$ cat config.mk
export PLATFORM = sky130hd
export DESIGN_NAME = vq_notify_irq
export DESIGN_NICKNAME = d
export VERILOG_FILES = /design/src/vq_notify_pkg.sv /design/src/vq_doorbell_decode.sv /design/src/vq_notify_irq.sv
export SDC_FILE = /design/constraint.sdc
export NUM_CORES = 1
export LEC_CHECK = 0
export BUFFER_PORTS_ARGS = -buffer_cell sky130_fd_sc_hd__buf_2
export CAP_MARGIN = 25
export CORE_ASPECT_RATIO = 2
export CORE_MARGIN = 8
export CORE_UTILIZATION = 60
export CTS_CLUSTER_DIAMETER = 60
export DETAILED_ROUTE_END_ITERATION = 7
export PLACE_DENSITY = 0.82
export SYNTH_ARGS = -nofsm -noshare
export SYNTH_HDL_FRONTEND = slang
export SYNTH_HIERARCHICAL = 1
export SYNTH_SLANG_ARGS = --single-unit
$ cat constraint.sdc
create_clock -name clk_sys_i -period 7.8 [get_ports clk_sys_i]
set_clock_uncertainty 0.05 [all_clocks]
set_input_delay 1.56 -clock clk_sys_i [delete_from_list [all_inputs] [get_ports clk_sys_i]]
set_output_delay 1.56 -clock clk_sys_i [all_outputs]
set_load 0.005 [all_outputs]
$ cat src/vq_notify_pkg.sv
/*
  Package for the queue doorbell and interrupt block: register offsets,
  field positions, reset values and encodings.
  Assumes a plain 32-bit register port with byte-style offsets.
*/
package vq_notify_pkg;
  localparam int unsigned NUM_QUEUES = 4;
  localparam int unsigned QSEL_W = 2;
  localparam logic [31:0] PAGE_SIZE = 32'h0000_1000;
  localparam int unsigned PAGE_SHIFT = 12;
  localparam logic [15:0] QUEUE_SIZE_FIXED = 16'h0100;
  localparam logic [15:0] NO_VECTOR = 16'hffff;
  localparam logic [10:0] MAX_TABLE_ENTRY = 11'h7ff;

  // register offsets
  localparam logic [7:0] OFS_QUEUE_PFN = 8'h08;
  localparam logic [7:0] OFS_QUEUE_SIZE = 8'h0c;
  localparam logic [7:0] OFS_QUEUE_SEL = 8'h0e;
  localparam logic [7:0] OFS_QUEUE_NOTIFY = 8'h10;
  localparam logic [7:0] OFS_CAUSE = 8'h13;
  localparam logic [7:0] OFS_CFG_VECTOR = 8'h14;
  localparam logic [7:0] OFS_QUEUE_VECTOR = 8'h16;
  localparam logic [7:0] OFS_CONTROL = 8'h20;
  localparam logic [7:0] OFS_IRQ_STATUS = 8'h24;
  localparam logic [7:0] OFS_IRQ_MASK = 8'h28;

  // control fields
  localparam int unsigned CTL_MSIX_EN = 0;
  localparam int unsigned CTL_NOTIF_DATA = 1;
  localparam int unsigned CTL_CFG_DATA = 2;

  // cause register bits
  localparam int unsigned CAUSE_USED = 0;
  localparam int unsigned CAUSE_CFG = 1;

  // doorbell word fields
  localparam int unsigned DB_ID_LSB = 0;
  localparam int unsigned DB_ID_W = 16;
  localparam int unsigned DB_OFF_LSB = 16;
  localparam int unsigned DB_OFF_W = 15;
  localparam int unsigned DB_WRAP_BIT = 31;

  // status events
  localparam int unsigned EV_DOORBELL = 0;
  localparam int unsigned EV_BAD_ID = 1;
  localparam int unsigned EV_MSG_DROP = 2;
  localparam int unsigned EV_W = 3;

  localparam logic [31:0] RD_UNMAPPED = 32'h0000_0000;
endpackage

$ cat src/vq_doorbell_decode.sv
/*
  Doorbell decoder: splits a notify write into queue id, offset and wrap.
  Assumes the write is qualified by the caller; purely combinational.
*/
`timescale 1ns/10ps
`default_nettype none
module vq_doorbell_decode
  import vq_notify_pkg::*;
(
  // doorbell input
  input wire logic [31:0] data_i,
  input wire logic notif_data_i,
  // decoded fields
  output logic [15:0] queue_id_o,
  output logic [14:0] next_off_o,
  output logic next_wrap_o
);
  always_comb begin
    queue_id_o = data_i[DB_ID_LSB +: DB_ID_W];
    // short doorbells carry only the 16-bit value
    if (notif_data_i) begin
      next_off_o = data_i[DB_OFF_LSB +: DB_OFF_W];
      next_wrap_o = data_i[DB_WRAP_BIT];
    end else begin
      next_off_o = 15'h0000;
      next_wrap_o = 1'b0;
    end
  end
endmodule
`default_nettype wire

$ cat src/vq_notify_irq.sv
/*
  Queue doorbell decode and interrupt delivery: cause register with line
  interrupt, or per-event message vectors. Also the legacy page number.
  Assumes one clock, synchronous reset and a one-cycle register port.
*/
// Added by the designer: the address map and the strobed register port.
`timescale 1ns/10ps
`default_nettype none
// Notes on behaviour
// queue base is the written page number times 4096.
// queue size is fixed; writes to it change nothing.
// without notify data, a 16-bit write is a doorbell.
// with notify data, a 32-bit little-endian write is a doorbell.
// doorbell word: id bits 15:0, offset 15 bits, wrap top bit.
// driver puts queue index or config value in the id field.
// used event without messages sets cause bit 0 and line irq.
// with messages, used event goes to the queue vector unless unmapped.
// config change without messages sets cause bit 1 and line irq.
// with messages, config change goes to config vector unless unmapped.
// one delivery may report queue and config events together.
// driver handles a combined queue and config interrupt.
// reading the cause register returns its bits and clears them.
// line-mode handler reads cause, scans queues or rereads config.
// message handler scans vector queues, rereads config on match.
// vector 0xffff means unmapped and disables that event.
// reset leaves every event unmapped.
// with messages enabled, the cause register is not used.
// line irq drops when cleared, unless an event sets in that cycle.
module vq_notify_irq
  import vq_notify_pkg::*;
(
  // clock and reset
  input wire logic clk_sys_i,
  input wire logic reset_i,
  // register port
  input wire logic [7:0] reg_addr_i,
  input wire logic [31:0] reg_wdata_i,
  input wire logic reg_wr_i,
  input wire logic reg_rd_i,
  input wire logic reg_wide_i,
  output logic [31:0] reg_rdata_o,
  // device events
  input wire logic [NUM_QUEUES-1:0] used_event_i,
  input wire logic cfg_change_i,
  // doorbell out
  output logic doorbell_o,
  output logic [15:0] doorbell_queue_o,
  output logic [14:0] doorbell_off_o,
  output logic doorbell_wrap_o,
  // queue base
  output logic [43:0] queue_base_o,
  // message request
  output logic msg_req_o,
  output logic [10:0] msg_vector_o,
  // line interrupts
  output logic line_irq_o,
  output logic irq_o
);
  typedef enum {MSG_IDLE, MSG_SEND} msg_state_t;

  logic [2:0] control_r;
  logic [QSEL_W-1:0] queue_sel_r;
  logic [31:0] queue_pfn_r [NUM_QUEUES];
  logic [15:0] queue_vec_r [NUM_QUEUES];
  logic [15:0] cfg_vec_r;
  logic [1:0] cause_r;
  logic [1:0] cause_nxt;
  logic [EV_W-1:0] irq_status_r;
  logic [EV_W-1:0] irq_mask_r;
  logic [EV_W-1:0] ev_set;
  logic [NUM_QUEUES-1:0] q_pend_r;
  logic cfg_pend_r;
  logic [QSEL_W-1:0] send_q;
  logic send_found;
  // doorbell decode results
  logic [15:0] dec_id;
  logic [14:0] dec_off;
  logic dec_wrap;
  logic db_wr;
  logic db_ok;
  logic cause_rd;
  logic msix_en;
  logic [15:0] vec_wdata;
  msg_state_t msg_state_r;

  assign msix_en = control_r[CTL_MSIX_EN];
  assign cause_rd = reg_rd_i && (reg_addr_i == OFS_CAUSE);
  // a vector beyond the table reads back as unmapped
  assign vec_wdata = (reg_wdata_i[15:0] <= 16'(MAX_TABLE_ENTRY)) ?
                     reg_wdata_i[15:0] : NO_VECTOR;

  // width check
  assign db_wr = reg_wr_i && (reg_addr_i == OFS_QUEUE_NOTIFY) &&
                 (reg_wide_i == control_r[CTL_NOTIF_DATA]);

  vq_doorbell_decode vq_doorbell_decode_i (
    .data_i(reg_wdata_i),
    .notif_data_i(control_r[CTL_NOTIF_DATA]),
    .queue_id_o(dec_id),
    .next_off_o(dec_off),
    .next_wrap_o(dec_wrap)
  );

  // config-data ids are opaque; only plain indices are range checked
  assign db_ok = control_r[CTL_CFG_DATA] || (dec_id < 16'(NUM_QUEUES));

  // feature bits and queue select
  always_ff @(posedge clk_sys_i) begin
    if (reset_i) begin
      control_r <= 3'h0;
      queue_sel_r <= '0;
    end else if (reg_wr_i) begin
      if (reg_addr_i == OFS_CONTROL) begin
        control_r <= reg_wdata_i[2:0];
      end else if (reg_addr_i == OFS_QUEUE_SEL) begin
        queue_sel_r <= reg_wdata_i[QSEL_W-1:0];
      end
    end
  end

  // per-queue page number and vector storage
  genvar gi;
  generate
    for (gi = 0; gi < NUM_QUEUES; gi++) begin : g_queue
      always_ff @(posedge clk_sys_i) begin
        if (reset_i) begin
          queue_pfn_r[gi] <= 32'h0000_0000;
          // reset unmapped
          queue_vec_r[gi] <= NO_VECTOR;
        end else if (reg_wr_i && queue_sel_r == QSEL_W'(gi)) begin
          if (reg_addr_i == OFS_QUEUE_PFN) begin
            queue_pfn_r[gi] <= reg_wdata_i;
          end else if (reg_addr_i == OFS_QUEUE_VECTOR) begin
            queue_vec_r[gi] <= vec_wdata;
          end
        end
      end
    end
  endgenerate

  // config vector, range-checked like the queue vectors
  always_ff @(posedge clk_sys_i) begin
    if (reset_i) begin
      // config unmapped
      cfg_vec_r <= NO_VECTOR;
    end else if (reg_wr_i && reg_addr_i == OFS_CFG_VECTOR) begin
      cfg_vec_r <= vec_wdata;
    end
  end

  // page to base
  always_ff @(posedge clk_sys_i) begin
    if (reset_i) begin
      queue_base_o <= 44'h000_0000_0000;
    end else begin
      queue_base_o <= {queue_pfn_r[queue_sel_r], {PAGE_SHIFT{1'b0}}};
    end
  end

  // doorbell fields
  always_ff @(posedge clk_sys_i) begin
    if (reset_i) begin
      doorbell_o <= 1'b0;
      doorbell_queue_o <= 16'h0000;
      doorbell_off_o <= 15'h0000;
      doorbell_wrap_o <= 1'b0;
    end else begin
      doorbell_o <= db_wr && db_ok;
      if (db_wr && db_ok) begin
        doorbell_queue_o <= dec_id;
        doorbell_off_o <= dec_off;
        doorbell_wrap_o <= dec_wrap;
      end
    end
  end

  // clear on read, set wins
  always_comb begin
    cause_nxt = cause_rd ? 2'b00 : cause_r;
    // no cause in message mode
    if (!msix_en) begin
      // used sets bit 0
      if (|used_event_i) begin
        cause_nxt[CAUSE_USED] = 1'b1;
      end
      // config sets bit 1
      if (cfg_change_i) begin
        cause_nxt[CAUSE_CFG] = 1'b1;
      end
    end
  end

  // cause register, cleared by its own read
  always_ff @(posedge clk_sys_i) begin
    if (reset_i) begin
      cause_r <= 2'b00;
    end else begin
      cause_r <= cause_nxt;
    end
  end

  // line follows cause
  // from the next value, so a read and a new event together keep it up
  always_ff @(posedge clk_sys_i) begin
    if (reset_i) begin
      line_irq_o <= 1'b0;
    end else begin
      // one line for both causes
      line_irq_o <= |cause_nxt;
    end
  end

  // pending message events, lowest-index-first scan by queue index
  always_comb begin
    send_q = '0;
    send_found = 1'b0;
    for (int i = NUM_QUEUES - 1; i >= 0; i--) begin
      if (q_pend_r[i]) begin
        send_q = QSEL_W'(i);
        send_found = 1'b1;
      end
    end
  end

  // one message every two cycles keeps each request a lone pulse
  always_ff @(posedge clk_sys_i) begin
    if (reset_i) begin
      q_pend_r <= '0;
      cfg_pend_r <= 1'b0;
      msg_state_r <= MSG_IDLE;
      msg_req_o <= 1'b0;
      msg_vector_o <= 11'h000;
    end else begin
      msg_req_o <= 1'b0;
      case (msg_state_r)
        MSG_IDLE: begin
          if (cfg_pend_r) begin
            msg_req_o <= 1'b1;
            msg_vector_o <= cfg_vec_r[10:0];
            cfg_pend_r <= 1'b0;
            msg_state_r <= MSG_SEND;
          end else if (send_found) begin
            msg_req_o <= 1'b1;
            msg_vector_o <= queue_vec_r[send_q][10:0];
            q_pend_r[send_q] <= 1'b0;
            msg_state_r <= MSG_SEND;
          end
        end
        MSG_SEND: begin
          msg_state_r <= MSG_IDLE;
        end
        default: begin
          msg_state_r <= MSG_IDLE;
        end
      endcase
      // events coalesce per queue while a message waits
      // queue vector gate; new events win over the clear above
      for (int i = 0; i < NUM_QUEUES; i++) begin
        if (msix_en && used_event_i[i] && queue_vec_r[i] != NO_VECTOR) begin
          q_pend_r[i] <= 1'b1;
        end
      end
      // config vector gate
      if (msix_en && cfg_change_i && cfg_vec_r != NO_VECTOR) begin
        cfg_pend_r <= 1'b1;
      end
    end
  end

  // status events for the local interrupt
  always_comb begin
    ev_set = '0;
    ev_set[EV_DOORBELL] = db_wr && db_ok;
    ev_set[EV_BAD_ID] = (db_wr && !db_ok) ||
                        (reg_wr_i && reg_addr_i == OFS_QUEUE_NOTIFY && !db_wr);
    ev_set[EV_MSG_DROP] = msix_en && cfg_change_i && (cfg_vec_r == NO_VECTOR);
    // a mapped queue must not hide an unmapped one firing in the same cycle
    for (int i = 0; i < NUM_QUEUES; i++) begin
      if (msix_en && used_event_i[i] && queue_vec_r[i] == NO_VECTOR) begin
        ev_set[EV_MSG_DROP] = 1'b1;
      end
    end
  end

  // local status and mask
  always_ff @(posedge clk_sys_i) begin
    if (reset_i) begin
      irq_status_r <= '0;
      irq_mask_r <= '0;
    end else begin
      // write one to clear; a same-cycle event keeps its bit
      if (reg_wr_i && reg_addr_i == OFS_IRQ_STATUS) begin
        irq_status_r <= (irq_status_r & ~reg_wdata_i[EV_W-1:0]) | ev_set;
      end else begin
        irq_status_r <= irq_status_r | ev_set;
      end
      if (reg_wr_i && reg_addr_i == OFS_IRQ_MASK) begin
        irq_mask_r <= reg_wdata_i[EV_W-1:0];
      end
    end
  end

  // mask applied after the status flop, one cycle of latency
  always_ff @(posedge clk_sys_i) begin
    if (reset_i) begin
      irq_o <= 1'b0;
    end else begin
      irq_o <= |(irq_status_r & irq_mask_r);
    end
  end

  // read data one cycle after the strobe
  always_ff @(posedge clk_sys_i) begin
    if (reset_i) begin
      reg_rdata_o <= 32'h0000_0000;
    end else if (reg_rd_i) begin
      if (reg_addr_i == OFS_QUEUE_PFN) begin
        reg_rdata_o <= queue_pfn_r[queue_sel_r];
      end else if (reg_addr_i == OFS_QUEUE_SIZE) begin
        // fixed size
        reg_rdata_o <= {16'h0000, QUEUE_SIZE_FIXED};
      end else if (reg_addr_i == OFS_QUEUE_SEL) begin
        reg_rdata_o <= {{(32-QSEL_W){1'b0}}, queue_sel_r};
      end else if (reg_addr_i == OFS_CAUSE) begin
        reg_rdata_o <= {30'h0, cause_r};
      end else if (reg_addr_i == OFS_CFG_VECTOR) begin
        reg_rdata_o <= {16'h0000, cfg_vec_r};
      end else if (reg_addr_i == OFS_QUEUE_VECTOR) begin
        reg_rdata_o <= {16'h0000, queue_vec_r[queue_sel_r]};
      end else if (reg_addr_i == OFS_CONTROL) begin
        reg_rdata_o <= {29'h0, control_r};
      end else if (reg_addr_i == OFS_IRQ_STATUS) begin
        reg_rdata_o <= {{(32-EV_W){1'b0}}, irq_status_r};
      end else if (reg_addr_i == OFS_IRQ_MASK) begin
        reg_rdata_o <= {{(32-EV_W){1'b0}}, irq_mask_r};
      end else begin
        reg_rdata_o <= RD_UNMAPPED;
      end
    end else begin
      // idle data is zero so a stale word never looks like an answer
      reg_rdata_o <= 32'h0000_0000;
    end
  end
endmodule
`default_nettype wire

# Word level (Yosys, flattened, before mapping)

Memories as Yosys holds them, arrays and structs flattened. A register that Yosys moved wholly into a read port is not among the register bits.
Index checks and enable logic that the tools add are counted.

Register bits after elaboration: 158
Latch bits: 0
Bits in writable memories: 192
ROM bits: 0
Bits of input ports: 50
Logic and storage cells: 219
Memories: 2

$add $sub $neg: 0
$mul: 0
Divide/modulo/power cells: 0
$lt $le $gt $ge: 4
Equality and inequality tests: 28
Shifts and indexed selects: 0
Multiplexer cells: 87
Bitwise gates (word level): 18
Reduce and logical (&&, ||, !) cells: 57

Memories:

| name        | depth | bits a word | read ports | clocked after Yosys merged registers in | wr ports | line                | source |
|---|---|---|---|---|---|---|---|
| queue_pfn_r | 4     | 32          | 1          | 1                                       | 4        | vq_notify_irq.sv:63 | `logic [31:0] queue_pfn_r [NUM_QUEUES];` |
| queue_vec_r | 4     | 16          | 6          | 1                                       | 4        | vq_notify_irq.sv:64 | `logic [15:0] queue_vec_r [NUM_QUEUES];` |

Operators by type and width:

| cell                   | count |
|---|---|
| $mux W16               | 10 |
| $mux W32               | 5 |
| $eq A16 B16 Y1 const B | 5 |
| $ne A16 B16 Y1 const B | 5 |
| $mux W1                | 51 |
| $eq A8 B5 Y1 const B   | 4 |
| $logic_not A32 Y1      | 1 |
| $logic_and A1 B1 Y1    | 29 |
| $eq A8 B4 Y1 const B   | 3 |
| $eq A8 B6 Y1 const B   | 3 |
| $mux W11               | 2 |
| $mux W2                | 10 |
| $reduce_bool A2 Y1     | 10 |
| $le A16 B11 Y1 const B | 1 |
| $lt A16 B3 Y1 const B  | 1 |
| $mux W15               | 1 |
| $reduce_and A3 Y1      | 5 |
| $mux W3                | 4 |
| $mux W4                | 3 |
| $ne A2 B1 Y1 const B   | 4 |
| $or A1 B1 Y1           | 8 |
| $and A3 B3 Y3          | 2 |
| $or A3 B3 Y3           | 2 |
| $reduce_or A2 Y1       | 3 |
| other kinds (16)       | 22 |

# Depth between registers and ports, before layout

Depth in word-level cells: 14
Depth in mapped cells: 9
Gate-level depth less buffers: 6

# By module

The synthesis kept the hierarchy.

Modules (own cells, without submodules):

| module             | instances | cells each | area each (um^2) |
|---|---|---|---|
| vq_notify_irq      | 1         | 1140       | 14128.6 |
| vq_doorbell_decode | 1         | 33         | 246.5 |

# Least setup slack after synthesis

OpenSTA, ideal clock, no wires.

Path type: input-to-reg
From: input port reg_addr_i[1]
To: memory queue_pfn_r[1][0], enable pin
Library setup time: 0.428 ns
Arrival: 4.089 ns
Path slack: 3.233 ns
Stages: 6
Buffers on the path: 3
Cells stage by stage: clkbuf_1 nor2_2 nand4_1 buf_2 buf_1 o21bai_1

RTL lines:

| item            | line                | source |
|---|---|---|
| start, declared | vq_notify_irq.sv:36 | `input wire logic [7:0] reg_addr_i,` |
| end, declared   | vq_notify_irq.sv:63 |  |

==> impl_results.md <==
- Outcome: completed
- Metal-1 WL: 12700 um
- Top-Level Pins: 173
- Die Y: 235 um
- RSZ-0062 raised after global routing: no
- Max Buffers Root-to-Sink: 3
- Slew Limit Fails: 0
- Avg Vias per Cell: 6.23
- Non-Filler Instances: 1606
- Ys async rst share: 0%
- Post-Syn Area: 14400 sq um
- Syn_area_per_cell: 12.3 sq um
- Metal2 WL: 21800 um
- Worst Max-Slew Pin Slew: 0.996 ns
- Yosys warns: 6
- Final Cycle Share: 47.2%
- # fillers: 1643
- Site Rows: 80
- Clock Pin Slew Worst Setup and Hold Paths: 0.07 ns
- Most frequent cells in the layout: edfxtp_1 (192), buf_2 (160), dfxtp_1 (146)
- Flops & latches, synth: 340
- FF-to-FF Start: cfg_pend_r$_SDFFE_PP0P_
- Switching part of the total: 21.2%
- Post-DP HPWL: 27700 um
- TritonRoute pass-1 iters: 5
- Final WL: 39800 um
- Hold_buf cts: 0
- Total power: 3.55 mW
- Worst Setup SP: reg_addr_i[7]
- Final Hold Viols: 0
- TritonCTS buffer count: 28
- Layout cells sized above 1: 25.6%
- Cell Pwr Density: 217 nW/um^2
- Buffers on Ports: 160
- Final antenna-violating net count: 0
- Commonest non-fill, non-tap cell in the layout: edfxtp_1
- Vias in the first global route: 10338
- Lkg Pwr: 6.08 nW
- Synthesis-to-finish area growth: 13.9%
- Post-place instance area: 15400 sq um
- Maximum VDD drop: 219 uV
- WHS: 0.399 ns
- Post-Synthesis Cells: 1173
- TritonCTS clock tree: built
- Multi-input logic area: 5140 sq um
- Die area: 29500 sq um
- Wire length of the first global-routing pass: 60700 um
- Post-synth EDFFs: 192
- Register area share after synthesis: 60.7%
- Largest net degree at the start of global routing: 73
- Synth unique cells: 60
- Highest metal used: met4
- CP Class: in2reg
- HP Start: doorbell_off_o[0]$_SDFFE_PP0P_
- Wirelength per Cell: 24.8 um
- Post-route minimum period: 3.68 ns
- Met3 wire length: 2630 um
- Starting density of the core: 60.6%
- Max-cap violations: 0
- Total setup buffers inserted after CTS: 0
- Slowest cell delay on critical path: 0.69 ns
- Worst path cell trace: buf_2, or4b_4, nor3_4, nand3_4, nor2_4, inv_2, or2_2
- Placed cells: 1551
- Register area: 8730 sq um
- Die width: 125 um
- Top FF cell, synth: edfxtp_1
- Grt total ovfl: 0
- Design area: 16400 sq um
- Crit Path Max Fanout: 17
- CTS Sinks: 340
- PostCTS Resize Cnt: 0
- Clock power frac: 40.9%
- Req. time, crit path: 8.06 ns
- Crit-path slowest cell: nor3_4
- Critical Path AT: 3.94 ns
- Achievable Freq: 272 MHz
- Initial antenna violation count: 0
- Worst skew pair latency: 0.56 ns
- 1st-iter DRT viols: 859
- Root Buffer: clkbuf_16
- Worst min path class: reg2reg
- Crit end category: flop
- Internal power: 2.80 mW
- DR DRC count: 0
- H-tree Lvls: 1
- Power share of the sequential group: 54.8%
- Nets: 1346
- Max_slew headroom: 33.0%
- CP startpoint kind: primary input
- Setup violators final: 0
- Switching power: 752 uW
- Setup TNS: 0 ns
- GRT Util Overall: 26.8%
- Placer Congestion: 0.957
- Core area: 23700 sq um
- Vias: 10006
- Combinational power share: 4.3%
-- layout make-up --
cell class	instances	share of cell area [%]
tap	287	2.19
timing repair buffer	185	6.63
clock buffer	39	5.10
sequential	340	53.3
antenna	1	0.0153
inverter	28	0.642
multi-input combinational	713	31.4
clock inverter	13	0.703
-- kinds of logic after synthesis --
| family | after synthesis | share of synthesized area [%] |
|---|---|---|
| AOI/OAI and AO/OA | 138 | 6.73 |
| xor gates and xnor gates | 1 | 0.0609 |
| buffers and inverters | 131 | 4.36 |
| DFF | 340 | 60.7 |
| muxes | 65 | 8.81 |
| other | 1 | 0.0261 |
| and+or+nand+nor | 497 | 19.3 |
-- metrics by stage --
stage | util (%) | setup slack, ns
finish | 69.0 | 4.12
global route | 69.0 | 4.05
CTS | 68.9 | 4.18
detailed placement | 64.9 | 3.60
global placement | 64.4 | 3.69
floorplan | - | 3.23
-- flip-flops by register name, summed over array words and instances (netlist names), 11 cells and up, named ones only --
name and count:
queue_pfn_r 128, doorbell_off_o 15, cfg_vec_r 16, queue_vec_r 64
msg_vector_o 11, queue_base_o 32, doorbell_queue_o 16, reg_rdata_o 32
-- synthesized netlist by cell type, types with 2 or more instances --
library cell  number  area share, %
nand2_1          133            3.5
o2bb2ai_1          2           0.12
inv_2              4           0.10
nor4b_1            2           0.12
or3_1              2          0.087
nor2_4             4           0.31
o211ai_1           4           0.21
nor2b_1           36            1.6
o21ai_0            8           0.28
a22o_1            26            1.6
o21bai_1           9           0.47
clkbuf_1          51            1.3
a22oi_1            4           0.21
buf_2             18           0.63
a221oi_1          12           0.73
a2111oi_0         12           0.73
and3_1             3           0.13
and2_2            12           0.63
or2_1             24            1.0
mux4_2            48            7.5
nand4_1           23            1.0
edfxtp_1         192             40
dfxtp_1          148             21
nor3b_1           11           0.57
mux2_2            12           0.94
nor3_1             9           0.31
or2_2              8           0.35
o31ai_1            2           0.10
a222oi_1           2           0.14
nand3_1           14           0.49
nor2_1            36           0.94
inv_1             24           0.63
a21oi_1           49            1.7
nand2b_1           3           0.13
nand3b_1           7           0.37
buf_1              5           0.13
nor4_1            23            1.0
mux2i_1            5           0.35
a211oi_1           2           0.10
and2_1           137            6.0
buf_4             28            1.5
-- power groups by stage --
stage               logic (mW)  registers (mW)  clock network [mW]
CTS                      0.152            1.94                1.46
finish                   0.153            1.94                1.45
global placement         0.142            1.98                   0
global route             0.162            1.94                1.52
floorplan               0.0824            1.98                   0
detailed placement       0.151            1.98                   0
-- worst max-delay path, delay by kind of cell --
family	cells	cell delay (ns)
AND/OR/NAND/NOR	5	2.12
buffers and inverters	2	0.24
-- worst paths after layout --
check	endpoint	slack (ns)	depth (start not counted)
worst max-delay path	queue_vec_r[3][7]$_SDFFCE_PN1P_	4.12	7
worst min-delay path	doorbell_off_o[0]$_SDFFE_PP0P_	0.40	2
worst max register to register	msg_vector_o[5]$_SDFFE_PP0P_	5.36	6
worst min register to register	doorbell_off_o[0]$_SDFFE_PP0P_	0.40	2
-- layer usage --
layer	vias up	global-route usage, %
li1	4430	-
met1	4934	26.8
met2	507	49.9
met3	135	4.45
met4	0	17.3
met5	-	0
No activity file was read; power rests on OpenSTA's default activity.
